==> src/hw/spfs_pkg.sv <==
// package: shared pin function select constants and types
package spfs_pkg;

  // ***************************************************************
  // reset values of the pin function selections
  // ***************************************************************
  localparam logic RST_TIMER_SEL = 1'b0;   // address bit eighteen after reset
  localparam logic RST_DREQ_SEL  = 1'b0;   // async clock zero after reset
  localparam logic RST_TEND_SEL  = 1'b0;   // async clock one after reset
  localparam logic RST_CTS_SEL   = 1'b0;   // clocked serial rx after reset

  // ***************************************************************
  // inactive levels toward the peripherals
  // ***************************************************************
  localparam logic IDLE_LOW_ACT  = 1'b1;   // active-low inputs idle high
  localparam logic IDLE_HIGH_ACT = 1'b0;   // active-high inputs idle low
  localparam logic TEND_IDLE     = 1'b1;   // transfer end is active low

  // ***************************************************************
  // input synchroniser depth
  // ***************************************************************
  localparam int SYNC_STAGES = 3;

  // one-hot state of the address/timer pin
  typedef enum logic [1:0] {
    SPFS_PIN_ADDR  = 2'h1,
    SPFS_PIN_TIMER = 2'h2
  } spfs_addr_pin_t;

endpackage

==> src/hw/spfs_sel_if.sv <==
// interface: function selections passed from the decoder to the pin logic
`timescale 1ns/100ps
interface spfs_sel_if;
  logic timer_sel;
  logic dreq_sel;
  logic tend_sel;
  logic cts_sel;
  modport src (output timer_sel, output dreq_sel, output tend_sel, output cts_sel);
  modport dst (input timer_sel, input dreq_sel, input tend_sel, input cts_sel);
endinterface

==> src/hw/spfs_sync.sv <==
// module: three-stage input synchroniser with agreement filter
`timescale 1ns/100ps
module spfs_sync
  import spfs_pkg::*;
#(
  parameter logic RST_VAL = 1'b1
) (
  // clock and reset
  input  wire logic clk_in,
  input  wire logic nrst_in,
  input  wire logic en_in,
  // data
  input  wire logic d_in,
  output logic      q_out
);

  logic [SYNC_STAGES-1:0] stage;

  // stage 0 feeds only stage 1; output moves when stages 1 and 2 agree
  always_ff @(posedge clk_in or negedge nrst_in) begin
    if (!nrst_in) begin
      stage <= {SYNC_STAGES{RST_VAL}};
    end else if (en_in) begin
      stage <= {stage[SYNC_STAGES-2:0], d_in};
    end
  end

  always_ff @(posedge clk_in or negedge nrst_in) begin
    if (!nrst_in) begin
      q_out <= RST_VAL;
    end else if (en_in && (stage[1] == stage[2])) begin
      q_out <= stage[2];
    end
  end

endmodule

==> src/hw/spfs_top.sv <==
// module: shared pin function selection for four multiplexed package pins
//
// What this block does
// under reset the address/timer pin is set to address bit eighteen but not driven
// either timer output control bit set routes timer pulse; both clear restores address
// under reset the clock-zero pin is async clock zero
// either dma mode high bit set makes clock-zero pin dma request zero input
// under reset the clock-one pin is async clock one
// clock-one disable set selects transfer end zero, clear selects async clock one
// under reset the receive pin is clocked serial receive data
// clear-to-send enable set makes receive pin clear-to-send one input
// transfer end, when routed, is driven low in the final dma write cycle
// timer function presents active-high pulse of reload timer channel 1
// async clock pins carry generator clocks out, or feed external clocks in
// external requesters drive dma request zero low when ready
// function follows control bits, changing from the cycle after a write
// inputs of an unrouted function are held inactive toward their peripheral
`timescale 1ns/100ps
module spfs_top
  import spfs_pkg::*;
(
  // clock, reset, enable
  input  wire logic clk_in,
  input  wire logic nrst_in,
  input  wire logic clk_en_in,
  // control bits from peripheral registers
  input  wire logic timer_out_ctrl_hi_in,
  input  wire logic timer_out_ctrl_lo_in,
  input  wire logic dma_dest_mode_hi_in,
  input  wire logic dma_src_mode_hi_in,
  input  wire logic clock_one_disable_in,
  input  wire logic clear_to_send_one_en_in,
  // peripheral-side outputs to the pins
  input  wire logic address_bit_eighteen_in,
  input  wire logic timer_pulse_out_in,
  input  wire logic transfer_end_zero_in,
  input  wire logic async_clock_zero_o_in,
  input  wire logic async_clock_zero_oe_in,
  input  wire logic async_clock_one_o_in,
  input  wire logic async_clock_one_oe_in,
  // pin inputs
  input  wire logic pin_addr_in,
  input  wire logic pin_clk0_in,
  input  wire logic pin_clk1_in,
  input  wire logic pin_rx_in,
  // pin outputs and enables
  output logic      pin_addr_out,
  output logic      pin_addr_oe_out,
  output logic      pin_clk0_out,
  output logic      pin_clk0_oe_out,
  output logic      pin_clk1_out,
  output logic      pin_clk1_oe_out,
  // inputs toward the peripherals
  output logic      async_clock_zero_out,
  output logic      async_clock_one_out,
  output logic      dma_request_zero_n_out,
  output logic      clocked_serial_rx_out,
  output logic      clear_to_send_one_n_out,
  // current selections
  output logic      timer_sel_out,
  output logic      dreq_sel_out,
  output logic      tend_sel_out,
  output logic      cts_sel_out
);

  // ***************************************************************
  // selection registers
  // ***************************************************************
  spfs_sel_if     sel ();
  spfs_addr_pin_t addr_state;
  logic           s_clk0;
  logic           s_clk1;
  logic           s_rx;
  logic           next_timer_sel;
  logic           next_dreq_sel;
  logic           next_tend_sel;
  logic           next_cts_sel;

  // decode straight from the control bits
  always_comb begin
    next_timer_sel = timer_out_ctrl_hi_in | timer_out_ctrl_lo_in;
    next_dreq_sel  = dma_dest_mode_hi_in | dma_src_mode_hi_in;
    next_tend_sel  = clock_one_disable_in;
    next_cts_sel   = clear_to_send_one_en_in;
  end

  // registered so all outputs come from flops; takes effect next cycle
  always_ff @(posedge clk_in or negedge nrst_in) begin
    if (!nrst_in) begin
      sel.timer_sel <= RST_TIMER_SEL;
      sel.dreq_sel  <= RST_DREQ_SEL;
      sel.tend_sel  <= RST_TEND_SEL;
      sel.cts_sel   <= RST_CTS_SEL;
    end else if (clk_en_in) begin
      sel.timer_sel <= next_timer_sel;
      sel.dreq_sel  <= next_dreq_sel;
      sel.tend_sel  <= next_tend_sel;
      sel.cts_sel   <= next_cts_sel;
    end
  end

  // address/timer pin state tracks the timer selection
  always_ff @(posedge clk_in or negedge nrst_in) begin
    if (!nrst_in) begin
      addr_state <= SPFS_PIN_ADDR;
    end else if (clk_en_in) begin
      unique case (addr_state)
        SPFS_PIN_ADDR:  if (next_timer_sel) addr_state <= SPFS_PIN_TIMER;
        SPFS_PIN_TIMER: if (!next_timer_sel) addr_state <= SPFS_PIN_ADDR;
      endcase
    end
  end

  // ***************************************************************
  // pin input synchronisers
  // ***************************************************************
  spfs_sync #(.RST_VAL(IDLE_HIGH_ACT)) u_sync_clk0 (
    .clk_in  (clk_in),
    .nrst_in (nrst_in),
    .en_in   (clk_en_in),
    .d_in    (pin_clk0_in),
    .q_out   (s_clk0)
  );

  spfs_sync #(.RST_VAL(IDLE_HIGH_ACT)) u_sync_clk1 (
    .clk_in  (clk_in),
    .nrst_in (nrst_in),
    .en_in   (clk_en_in),
    .d_in    (pin_clk1_in),
    .q_out   (s_clk1)
  );

  spfs_sync #(.RST_VAL(IDLE_HIGH_ACT)) u_sync_rx (
    .clk_in  (clk_in),
    .nrst_in (nrst_in),
    .en_in   (clk_en_in),
    .d_in    (pin_rx_in),
    .q_out   (s_rx)
  );

  // ***************************************************************
  // pin drivers
  // ***************************************************************
  // address pin is output-only; the address pin input is not used here
  always_ff @(posedge clk_in or negedge nrst_in) begin
    if (!nrst_in) begin
      pin_addr_out    <= 1'b0;
      pin_addr_oe_out <= 1'b0; // address bus floats during reset
    end else if (clk_en_in) begin
      pin_addr_oe_out <= 1'b1;
      if (next_timer_sel) begin
        pin_addr_out <= timer_pulse_out_in;
      end else begin
        pin_addr_out <= address_bit_eighteen_in;
      end
    end
  end

  // clock-zero pin: never driven while it is a dma request input
  always_ff @(posedge clk_in or negedge nrst_in) begin
    if (!nrst_in) begin
      pin_clk0_out    <= 1'b0;
      pin_clk0_oe_out <= 1'b0;
    end else if (clk_en_in) begin
      pin_clk0_out    <= async_clock_zero_o_in;
      pin_clk0_oe_out <= async_clock_zero_oe_in & ~next_dreq_sel;
    end
  end

  // clock-one pin: transfer end is an active-low push output
  always_ff @(posedge clk_in or negedge nrst_in) begin
    if (!nrst_in) begin
      pin_clk1_out    <= TEND_IDLE;
      pin_clk1_oe_out <= 1'b0;
    end else if (clk_en_in) begin
      if (next_tend_sel) begin
        pin_clk1_out    <= transfer_end_zero_in;
        pin_clk1_oe_out <= 1'b1;
      end else begin
        pin_clk1_out    <= async_clock_one_o_in;
        pin_clk1_oe_out <= async_clock_one_oe_in;
      end
    end
  end

  // ***************************************************************
  // inputs toward peripherals, unrouted ones held inactive
  // ***************************************************************
  always_ff @(posedge clk_in or negedge nrst_in) begin
    if (!nrst_in) begin
      async_clock_zero_out    <= IDLE_HIGH_ACT;
      async_clock_one_out     <= IDLE_HIGH_ACT;
      dma_request_zero_n_out  <= IDLE_LOW_ACT;
      clocked_serial_rx_out   <= IDLE_HIGH_ACT;
      clear_to_send_one_n_out <= IDLE_LOW_ACT;
    end else if (clk_en_in) begin
      // requester pulls low when ready; sensing mode belongs to the dma
      dma_request_zero_n_out  <= sel.dreq_sel ? s_clk0 : IDLE_LOW_ACT;
      async_clock_zero_out    <= sel.dreq_sel ? IDLE_HIGH_ACT : s_clk0;
      async_clock_one_out     <= sel.tend_sel ? IDLE_HIGH_ACT : s_clk1;
      clear_to_send_one_n_out <= sel.cts_sel ? s_rx : IDLE_LOW_ACT;
      clocked_serial_rx_out   <= sel.cts_sel ? IDLE_HIGH_ACT : s_rx;
    end
  end

  // selection status
  always_ff @(posedge clk_in or negedge nrst_in) begin
    if (!nrst_in) begin
      timer_sel_out <= RST_TIMER_SEL;
      dreq_sel_out  <= RST_DREQ_SEL;
      tend_sel_out  <= RST_TEND_SEL;
      cts_sel_out   <= RST_CTS_SEL;
    end else if (clk_en_in) begin
      timer_sel_out <= next_timer_sel;
      dreq_sel_out  <= next_dreq_sel;
      tend_sel_out  <= next_tend_sel;
      cts_sel_out   <= next_cts_sel;
    end
  end

  // ***************************************************************
  // assertions
  // ***************************************************************
  timer_route_a: assert property (@(posedge clk_in) disable iff (!nrst_in)
    clk_en_in && (timer_out_ctrl_hi_in || timer_out_ctrl_lo_in)
      |=> pin_addr_out == $past(timer_pulse_out_in))
    else $error("timer pulse not routed");
  addr_route_a: assert property (@(posedge clk_in) disable iff (!nrst_in)
    clk_en_in && !timer_out_ctrl_hi_in && !timer_out_ctrl_lo_in
      |=> pin_addr_out == $past(address_bit_eighteen_in))
    else $error("address bit not restored");
  dreq_nodrive_a: assert property (@(posedge clk_in) disable iff (!nrst_in)
    clk_en_in && (dma_dest_mode_hi_in || dma_src_mode_hi_in) |=> !pin_clk0_oe_out)
    else $error("clock zero pin driven in dma mode");
  tend_drive_a: assert property (@(posedge clk_in) disable iff (!nrst_in)
    clk_en_in && clock_one_disable_in
      |=> pin_clk1_oe_out && pin_clk1_out == $past(transfer_end_zero_in))
    else $error("transfer end not driven");
  clk1_route_a: assert property (@(posedge clk_in) disable iff (!nrst_in)
    clk_en_in && !clock_one_disable_in
      |=> pin_clk1_oe_out == $past(async_clock_one_oe_in))
    else $error("clock one enable wrong");
  // gating reads the registered selection, which equals cts_sel_out at each edge
  cts_idle_a: assert property (@(posedge clk_in) disable iff (!nrst_in)
    clk_en_in && !cts_sel_out |=> clear_to_send_one_n_out)
    else $error("unrouted clear to send active");
  dreq_idle_a: assert property (@(posedge clk_in) disable iff (!nrst_in)
    clk_en_in && !dreq_sel_out |=> dma_request_zero_n_out)
    else $error("unrouted dma request active");
  sel_follow_a: assert property (@(posedge clk_in) disable iff (!nrst_in)
    clk_en_in |=> cts_sel_out == $past(clear_to_send_one_en_in)
                  && tend_sel_out == $past(clock_one_disable_in))
    else $error("selection did not follow");
  rx_route_a: assert property (@(posedge clk_in) disable iff (!nrst_in)
    clk_en_in && cts_sel_out |=> clocked_serial_rx_out == IDLE_HIGH_ACT)
    else $error("rx not idled");

  timer_cov_c: cover property (@(posedge clk_in) disable iff (!nrst_in)
    addr_state == SPFS_PIN_ADDR ##1 addr_state == SPFS_PIN_TIMER);
  dreq_cov_c:  cover property (@(posedge clk_in) disable iff (!nrst_in)
    dreq_sel_out && !dma_request_zero_n_out);
  tend_cov_c:  cover property (@(posedge clk_in) disable iff (!nrst_in)
    tend_sel_out && !pin_clk1_out);
  cts_cov_c:   cover property (@(posedge clk_in) disable iff (!nrst_in)
    cts_sel_out && !clear_to_send_one_n_out);

endmodule

==> config.mk <==
export PLATFORM = sky130hd
export DESIGN_NAME = spfs_top
export DESIGN_NICKNAME = d
export VERILOG_FILES = /design/src/hw/spfs_pkg.sv /design/src/hw/spfs_sel_if.sv /design/src/hw/spfs_sync.sv /design/src/hw/spfs_top.sv
export SDC_FILE = /design/constraint.sdc
export NUM_CORES = 1
export LEC_CHECK = 0
export BUFFER_PORTS_ARGS = -buffer_cell sky130_fd_sc_hd__buf_2
export CELL_PAD_IN_SITES_DETAIL_PLACEMENT = 1
export CELL_PAD_IN_SITES_GLOBAL_PLACEMENT = 1
export CORE_UTILIZATION = 40
export CTS_BUF_LIST = sky130_fd_sc_hd__clkbuf_4
export CTS_CLUSTER_DIAMETER = 40
export DETAILED_ROUTE_END_ITERATION = 12
export PLACE_DENSITY_LB_ADDON = 0.2
export REMOVE_ABC_BUFFERS = 1
export SKIP_LAST_GASP = 1
export SYNTH_ARGS = -nofsm -noshare
export SYNTH_HDL_FRONTEND = slang
export SYNTH_SLANG_ARGS = --single-unit
==> constraint.sdc <==
create_clock -name clk_in -period 1 [get_ports clk_in]
set_input_delay 0.2 -clock clk_in [delete_from_list [all_inputs] [get_ports clk_in]]
set_output_delay 0.2 -clock clk_in [all_outputs]
set_load 0.01 [all_outputs]
==> metrics, run 1 <==
result of the run complete, but fails checks; violated checks negative setup slack; die span in y 54.9 um; worst-case clock buffer depth 2; pre-CTS setup slack approximately 0.006 ns; Worst Setup End Kind output port; switching share of power 0.279; Slowest Stage Delay on Critical Path between 0.5 and 0.6 ns; Max FO, Critical Path 2; Cell variety after synth 22; Core Footprint 0.00257 sq mm; register area share after synthesis 0.608; type of the worst min-delay path primary input to register; cell internal power dissipation 1.76 mW; Clock Sinks 27; power density over cell area 1650 mW/mm^2; Routability Congestion ~0.66; data arrival time at the worst-slack endpoint 0.98 ns; via/cell ratio 4.90; post-synthesis instance area 0.00112 sq mm; routed via count 823; clock root buffer sky130_fd_sc_hd__clkbuf_4; share of power burned in combinational logic 0.237; max frequency between 800 and 900 MHz; Port-buffer cells 33; buffer and inverter count on the worst path 1; registers with the highest flip-flop counts u_sync_clk0.stage x3, u_sync_clk1.stage x3, u_sync_rx.stage x3; Reg clk slew, reported paths 0.14 ns; signed area change from the synthesized netlist to the final layout 32.7%; area of placed instances 0.00134 sq mm; worst-path cell chain buf_6; total clock buffers created by CTS 3; Final Max Slew Viols 0; Routed Wire Length ~2300 um; number of DRC violations after detailed routing 0; Switch Pwr ~0.68 mW; most frequent standard cell in the layout excluding fill and tap cells sky130_fd_sc_hd__buf_2; max-cap violations 0; maximum number of pins on one net before global-route repair 25; wire length per cell after detailed routing 13.4 um; Crit path max-delay family flip-flops; drt initial violations 1; half-perimeter wire length after placement 1570 um; Inserted Diodes 0; horizontal extent of the die 54.9 um; type of the worst setup path register to output port; fraction of final layout cells sized beyond drive strength 1 0.449; all-layer global routing usage 0.174; slew of the pin with the lowest slew margin 0.311 ns; Max H-tree Level 1; time the worst path needs with I/O delays and setup 1.18 ns; kind of start point of the critical path register; Hold Vio Cnt, Final 0; row count 18; via count of the first global-routing pass 840; initial core utilization 0.435; highest-count cells in the layout ignoring fill and taps 27 x sky130_fd_sc_hd__buf_2, 24 x sky130_fd_sc_hd__dfrtp_1, 10 x sky130_fd_sc_hd__nor2_1, 9 x sky130_fd_sc_hd__buf_4, 8 x sky130_fd_sc_hd__inv_1; full die area 0.00301 sq mm; sequential group share of total power 0.576; final-stage net count 159; Max-slew headroom 0.792; Pre-antenna DRT Iters 2; Leak 0.721 nW; required arrival time at the worst endpoint 0.80 ns; first-pass GRT wire length approximately 3600 um; TritonCTS clock tree yes; flop and latch count out of synthesis 27; leftover overflow at the end of global routing 0; IO Count 35; Peak supply drop around 1 mV; clock insertion delay at the later pin of the skew report roughly 0.32 ns; clock group share of total power 0.187; Setup Skew ~0.004 ns; fin worst setup slack -0.179 ns; Tcrit/Tclk final 1.18; post-synthesis instance total 93; Design Area, Final 0.00148 sq mm; critical-path cell with the highest stage delay sky130_fd_sc_hd__dfstp_2; number of warnings reported in the yosys synthesis log 0; initial antenna violation count 0; remaining antenna violation count 0; average cell area after synthesis roughly 12 sq um; setup repair after global routing missed its margin true; final setup violating endpoints 15
power groups by stage:
stage	registers [mW]	logic, mW	clock network, mW
6_report	1.41	0.579	0.458
5_1_grt	1.43	0.662	0.522
4_1_cts	1.40	0.569	0.487
3_5_place_dp	1.42	0.500	0
3_3_place_gp	1.41	0.474	0
2_1_floorplan	1.44	0.224	0
routing by layer:
metal,vias up,global-route usage,wire [um],part of all wire
met5,-,0,0,0
met2,26,0.309,1230,0.54
met4,0,0.0769,12,0.0053
li1,399,-,-,-
met3,2,0.0278,91,0.040
met1,396,0.202,919,0.41
through the flow:
stage,setup TNS (ns),instances,hold slack (ns),util,total power [mW]
4_1_cts,-1.53,166,0.0850,0.564,2.46
3_3_place_gp,0,154,0.108,0.522,1.89
6_report,-1.25,168,0.101,0.577,2.45
3_5_place_dp,0,154,0.115,0.522,1.92
5_1_grt,-1.98,168,0.0871,0.577,2.62
2_1_floorplan,0,88,-0.0956,-,1.67
timing repair:
item,CTS,global route
hold buffers,1,0
gates resized for setup,3,3
setup endpoints to repair,15,15
hold endpoints to repair,11,0
buffers inserted,7,2
cells by family (layout without fill, tap and decap cells):
logic type	after synthesis	count (layout)	synth area share
flip-flops	27	27	0.608
AND/OR/NAND/NOR	22	22	0.0997
AO/OA/AOI/OAI	21	21	0.106
buffers and inverters	13	58	0.0627
multiplexers	10	10	0.123
cell usage after synthesis (all sizes together):
master   count  area (sq um)
a31oi        3          18.8
dfrtp       24           601
or2          1          6.26
or3b         1          8.76
a31o         1          8.76
nand3b       3          22.5
buf          5          40.0
o22ai        2          12.5
nor2        10          37.5
dfstp        3          78.8
mux2         9           128
o21ai        7          35.0
nand2b       1          6.26
inv          8          30.0
mux2i        1          10.0
nand2        3          11.3
nor2b        3          18.8
a21oi        7          35.0
o2bb2ai      1          8.76
path summary, 6_finish.rpt:
path | start | to | slack (ns) | depth (start not counted)
min in group asynchronous | nrst_in | u_sync_rx.stage[1] | 0.28 | 2
hold / removal | pin_rx_in | u_sync_rx.stage[0] | 0.10 | 2
hold reg to reg | dma_request_zero_n_out | dma_request_zero_n_out | 0.51 | 2
max in group asynchronous | nrst_in | pin_clk1_out | 0.26 | 3
setup / recovery | dma_request_zero_n_out | dma_request_zero_n_out | -0.18 | 1
setup reg to reg | pin_addr_oe_out | pin_addr_oe_out | 0.06 | 3
cell type report:
type	count	area (sq um)
well taps	30	37.5
flip-flops and latches	27	679
repair buffers	46	340
multi-input cells	53	368
clock buffers	3	22.5
fillers	288	1080
clock inverters	1	5.00
inverters	8	30.0
(Power assumes the default switching activity.)
==> run 2, diff against run 1 <==
--- a/config.mk
+++ b/config.mk
@@ -12,7 +12,7 @@
 export CTS_BUF_LIST = sky130_fd_sc_hd__clkbuf_4
 export CTS_CLUSTER_DIAMETER = 40
 export DETAILED_ROUTE_END_ITERATION = 12
-export PLACE_DENSITY_LB_ADDON = 0.2
+export PLACE_DENSITY_LB_ADDON = 0.15
 export REMOVE_ABC_BUFFERS = 1
 export SKIP_LAST_GASP = 1
 export SYNTH_ARGS = -nofsm -noshare
==> run 2 against run 1 <==
  * The run still ends with negative setup slack left
  * Register-to-register slack better by 0.03 ns
  * Clock-buffer cell count up 1
  * Non-clock buffer count down 2
  * Worst setup slack improved by 0.00080 ns
  * Clock power up 6.1%
  * Via count down 1.1%
  * Global-route usage down 0.87 points
  * Cell count is 1.2% lower
  * Sequential power is essentially flat
  * Hold slack lost 0.0013 ns
  * Sequential share of layout area rose by 0.19 points
  * Largest cell class unchanged
  * Largest power group unchanged
==> metrics, run 2 (synthesis results as in run 1) <==
critical-path cell with the highest stage delay sky130_fd_sc_hd__dfstp_2; maximum number of pins on one net before global-route repair 32 (+28%); Filler Cell Count 290 (+0.69%); setup repair after global routing missed its margin true; Slowest Stage Delay on Critical Path 0.56 ns (about the same); Core Footprint 0.00257 sq mm (unchanged); wire length per cell after detailed routing 12.9 um (-3.5%); clock root buffer sky130_fd_sc_hd__clkbuf_4; Tcrit/Tclk final 1.18 (about the same); result of the run complete, but fails checks; Stages on worst setup path 1 (unchanged); type of the worst min-delay path primary input to register; full die area 0.00301 sq mm (unchanged); clock insertion delay at the later pin of the skew report 0.32 ns (about the same); pre-CTS setup slack -0.0000838 ns (-0.00622 ns); type of the worst setup path register to output port; Clock Sinks 27 (unchanged); worst reg2reg endpoint cts_sel_out; Max-slew headroom 0.830 (+0.0378); horizontal extent of the die 54.9 um (unchanged); total clock buffers created by CTS 3 (unchanged); slew of the pin with the lowest slew margin 0.255 ns (-0.0568 ns); Routed Wire Length 2150 um (-4.7%); data arrival time at the worst-slack endpoint 0.98 ns (about the same); Switch Pwr 0.684 mW (+0.23%); first-pass GRT wire length 3390 um (-4.9%); Final Max Slew Viols 0 (unchanged); Reg clk slew, reported paths 0.14 ns (about the same); registers with the highest flip-flop counts u_sync_clk0.stage x3, u_sync_clk1.stage x3, u_sync_rx.stage x3; via/cell ratio 4.90 (about the same); worst-case clock buffer depth 2 (unchanged); remaining antenna violation count 0 (unchanged); buffer and inverter count on the worst path 1 (unchanged); Worst Setup End Kind output port; max frequency 849 MHz (about the same); die span in y 54.9 um (unchanged); Max FO, Critical Path 2 (unchanged); Leak 0.716 nW (-0.79%); Max H-tree Level 1 (unchanged); Reg-to-Reg Start cts_sel_out; time the worst path needs with I/O delays and setup 1.18 ns (-0.000795 ns); final-stage net count 157 (-1.3%); Hold Vio Cnt, Final 0 (unchanged); via count of the first global-routing pass 799 (-4.9%); power density over cell area 1700 mW/mm^2 (+3.2%); drt initial violations 0 (-1); fin worst setup slack -0.178 ns (+0.000795 ns); share of power burned in combinational logic 0.244 (+0.007); violated checks negative setup slack; final setup violating endpoints 15 (unchanged); highest-count cells in the layout ignoring fill and taps 26 x sky130_fd_sc_hd__buf_2, 24 x sky130_fd_sc_hd__dfrtp_1, 10 x sky130_fd_sc_hd__nor2_1, 8 x sky130_fd_sc_hd__inv_1; most frequent standard cell in the layout excluding fill and tap cells sky130_fd_sc_hd__buf_2; half-perimeter wire length after placement 1510 um (-3.8%); Pre-antenna DRT Iters 1 (-1); initial antenna violation count 0 (unchanged); Setup Skew 0.00896 ns (+0.00490 ns); PnR Total Power 2.51 mW (+2.8%); all-layer global routing usage 0.165 (-0.00866); number of DRC violations after detailed routing 0 (unchanged); Worst Setup SP dma_request_zero_n_out; Port-buffer cells 33 (unchanged); switching share of power 0.272 (-0.00697); cell internal power dissipation 1.83 mW (+3.8%); required arrival time at the worst endpoint 0.80 ns (about the same); sequential group share of total power 0.562 (-0.014); row count 18 (unchanged); kind of start point of the critical path register; signed area change from the synthesized netlist to the final layout 32.1%; fraction of final layout cells sized beyond drive strength 1 0.441 (-0.00810); Peak supply drop 0.907 mV (-11%); Routability Congestion 0.698 (+6.1%); initial core utilization 0.435 (unchanged); Reg2Reg Depth 2 (-1); flop-to-flop setup slack 0.09 ns (+0.03 ns); routed via count 814 (-1.1%); worst-path cell chain buf_6; max-cap violations 0 (unchanged); clock group share of total power 0.193 (+0.006); leftover overflow at the end of global routing 0 (unchanged); IO Count 35 (unchanged); Inserted Diodes 0 (unchanged); TritonCTS clock tree yes; end point of the critical path dma_request_zero_n_out; Crit path max-delay family flip-flops
-- run 2: worst min-delay path by stage --
stage	from	to	slack, ns	cells after the start
floorplan	nrst_in	async_clock_one_out	-0.1	0
global placement	nrst_in	clocked_serial_rx_out	0.08	1
detailed placement	nrst_in	clocked_serial_rx_out	0.08	1
CTS	pin_clk1_in	u_sync_clk1.stage[0]	0.09	2
global route	pin_clk1_in	u_sync_clk1.stage[0]	0.07	2
finish	pin_clk0_in	u_sync_clk0.stage[0]	0.1	2
-- run 2: power by group through the flow --
stage / clock, mW / combinational [mW] / sequential, mW
floorplan: 0 / 0.224 / 1.44
global placement: 0 / 0.478 / 1.42
detailed placement: 0 / 0.495 / 1.42
CTS: 0.510 / 0.577 / 1.40
global route: 0.573 / 0.686 / 1.44
finish: 0.486 / 0.614 / 1.41
-- run 2: layout make-up --
cell class,count,area (sq um),share of cell area
sequential,27,679,0.460
inverter,8,30.0,0.0203
tap,30,37.5,0.0254
clock buffer,4,30.0,0.0203
multi-input combinational,53,368,0.249
timing repair buffer,44,332,0.225
-- run 2: stage by stage --
stage	setup TNS (ns)	cell area, sq um	hold slack [ns]	util	cells
final	-1.18	1480	0.100	0.575	166
after global routing	-2.18	1480	0.0730	0.575	166
after CTS	-1.38	1440	0.0942	0.562	165
after detailed placement	-0.0000838	1340	0.0798	0.522	154
after global placement	0	1340	0.0801	0.522	154
after floorplan	0	1080	-0.0956	-	88
-- run 2: metal layers --
| metal | wire length, um | part of all wire | vias to the layer above | GRT usage |
|---|---|---|---|---|
| li1 | - | - | 396 | - |
| met1 | 934 | 0.44 | 389 | 0.188 |
| met2 | 1090 | 0.51 | 25 | 0.291 |
| met3 | 92 | 0.043 | 4 | 0.0417 |
| met4 | 23 | 0.011 | 0 | 0.0641 |
| met5 | 0 | 0 | - | 0 |
-- run 2: timing repair --
action                                  4_1_cts  5_1_grt
gates cloned                                  0        0
hold buffers                                  1        0
resized for setup                             3        4
endpoints found under the setup margin       15       15
setup buffers                                 6        1
hold endpoints to repair                     24        0
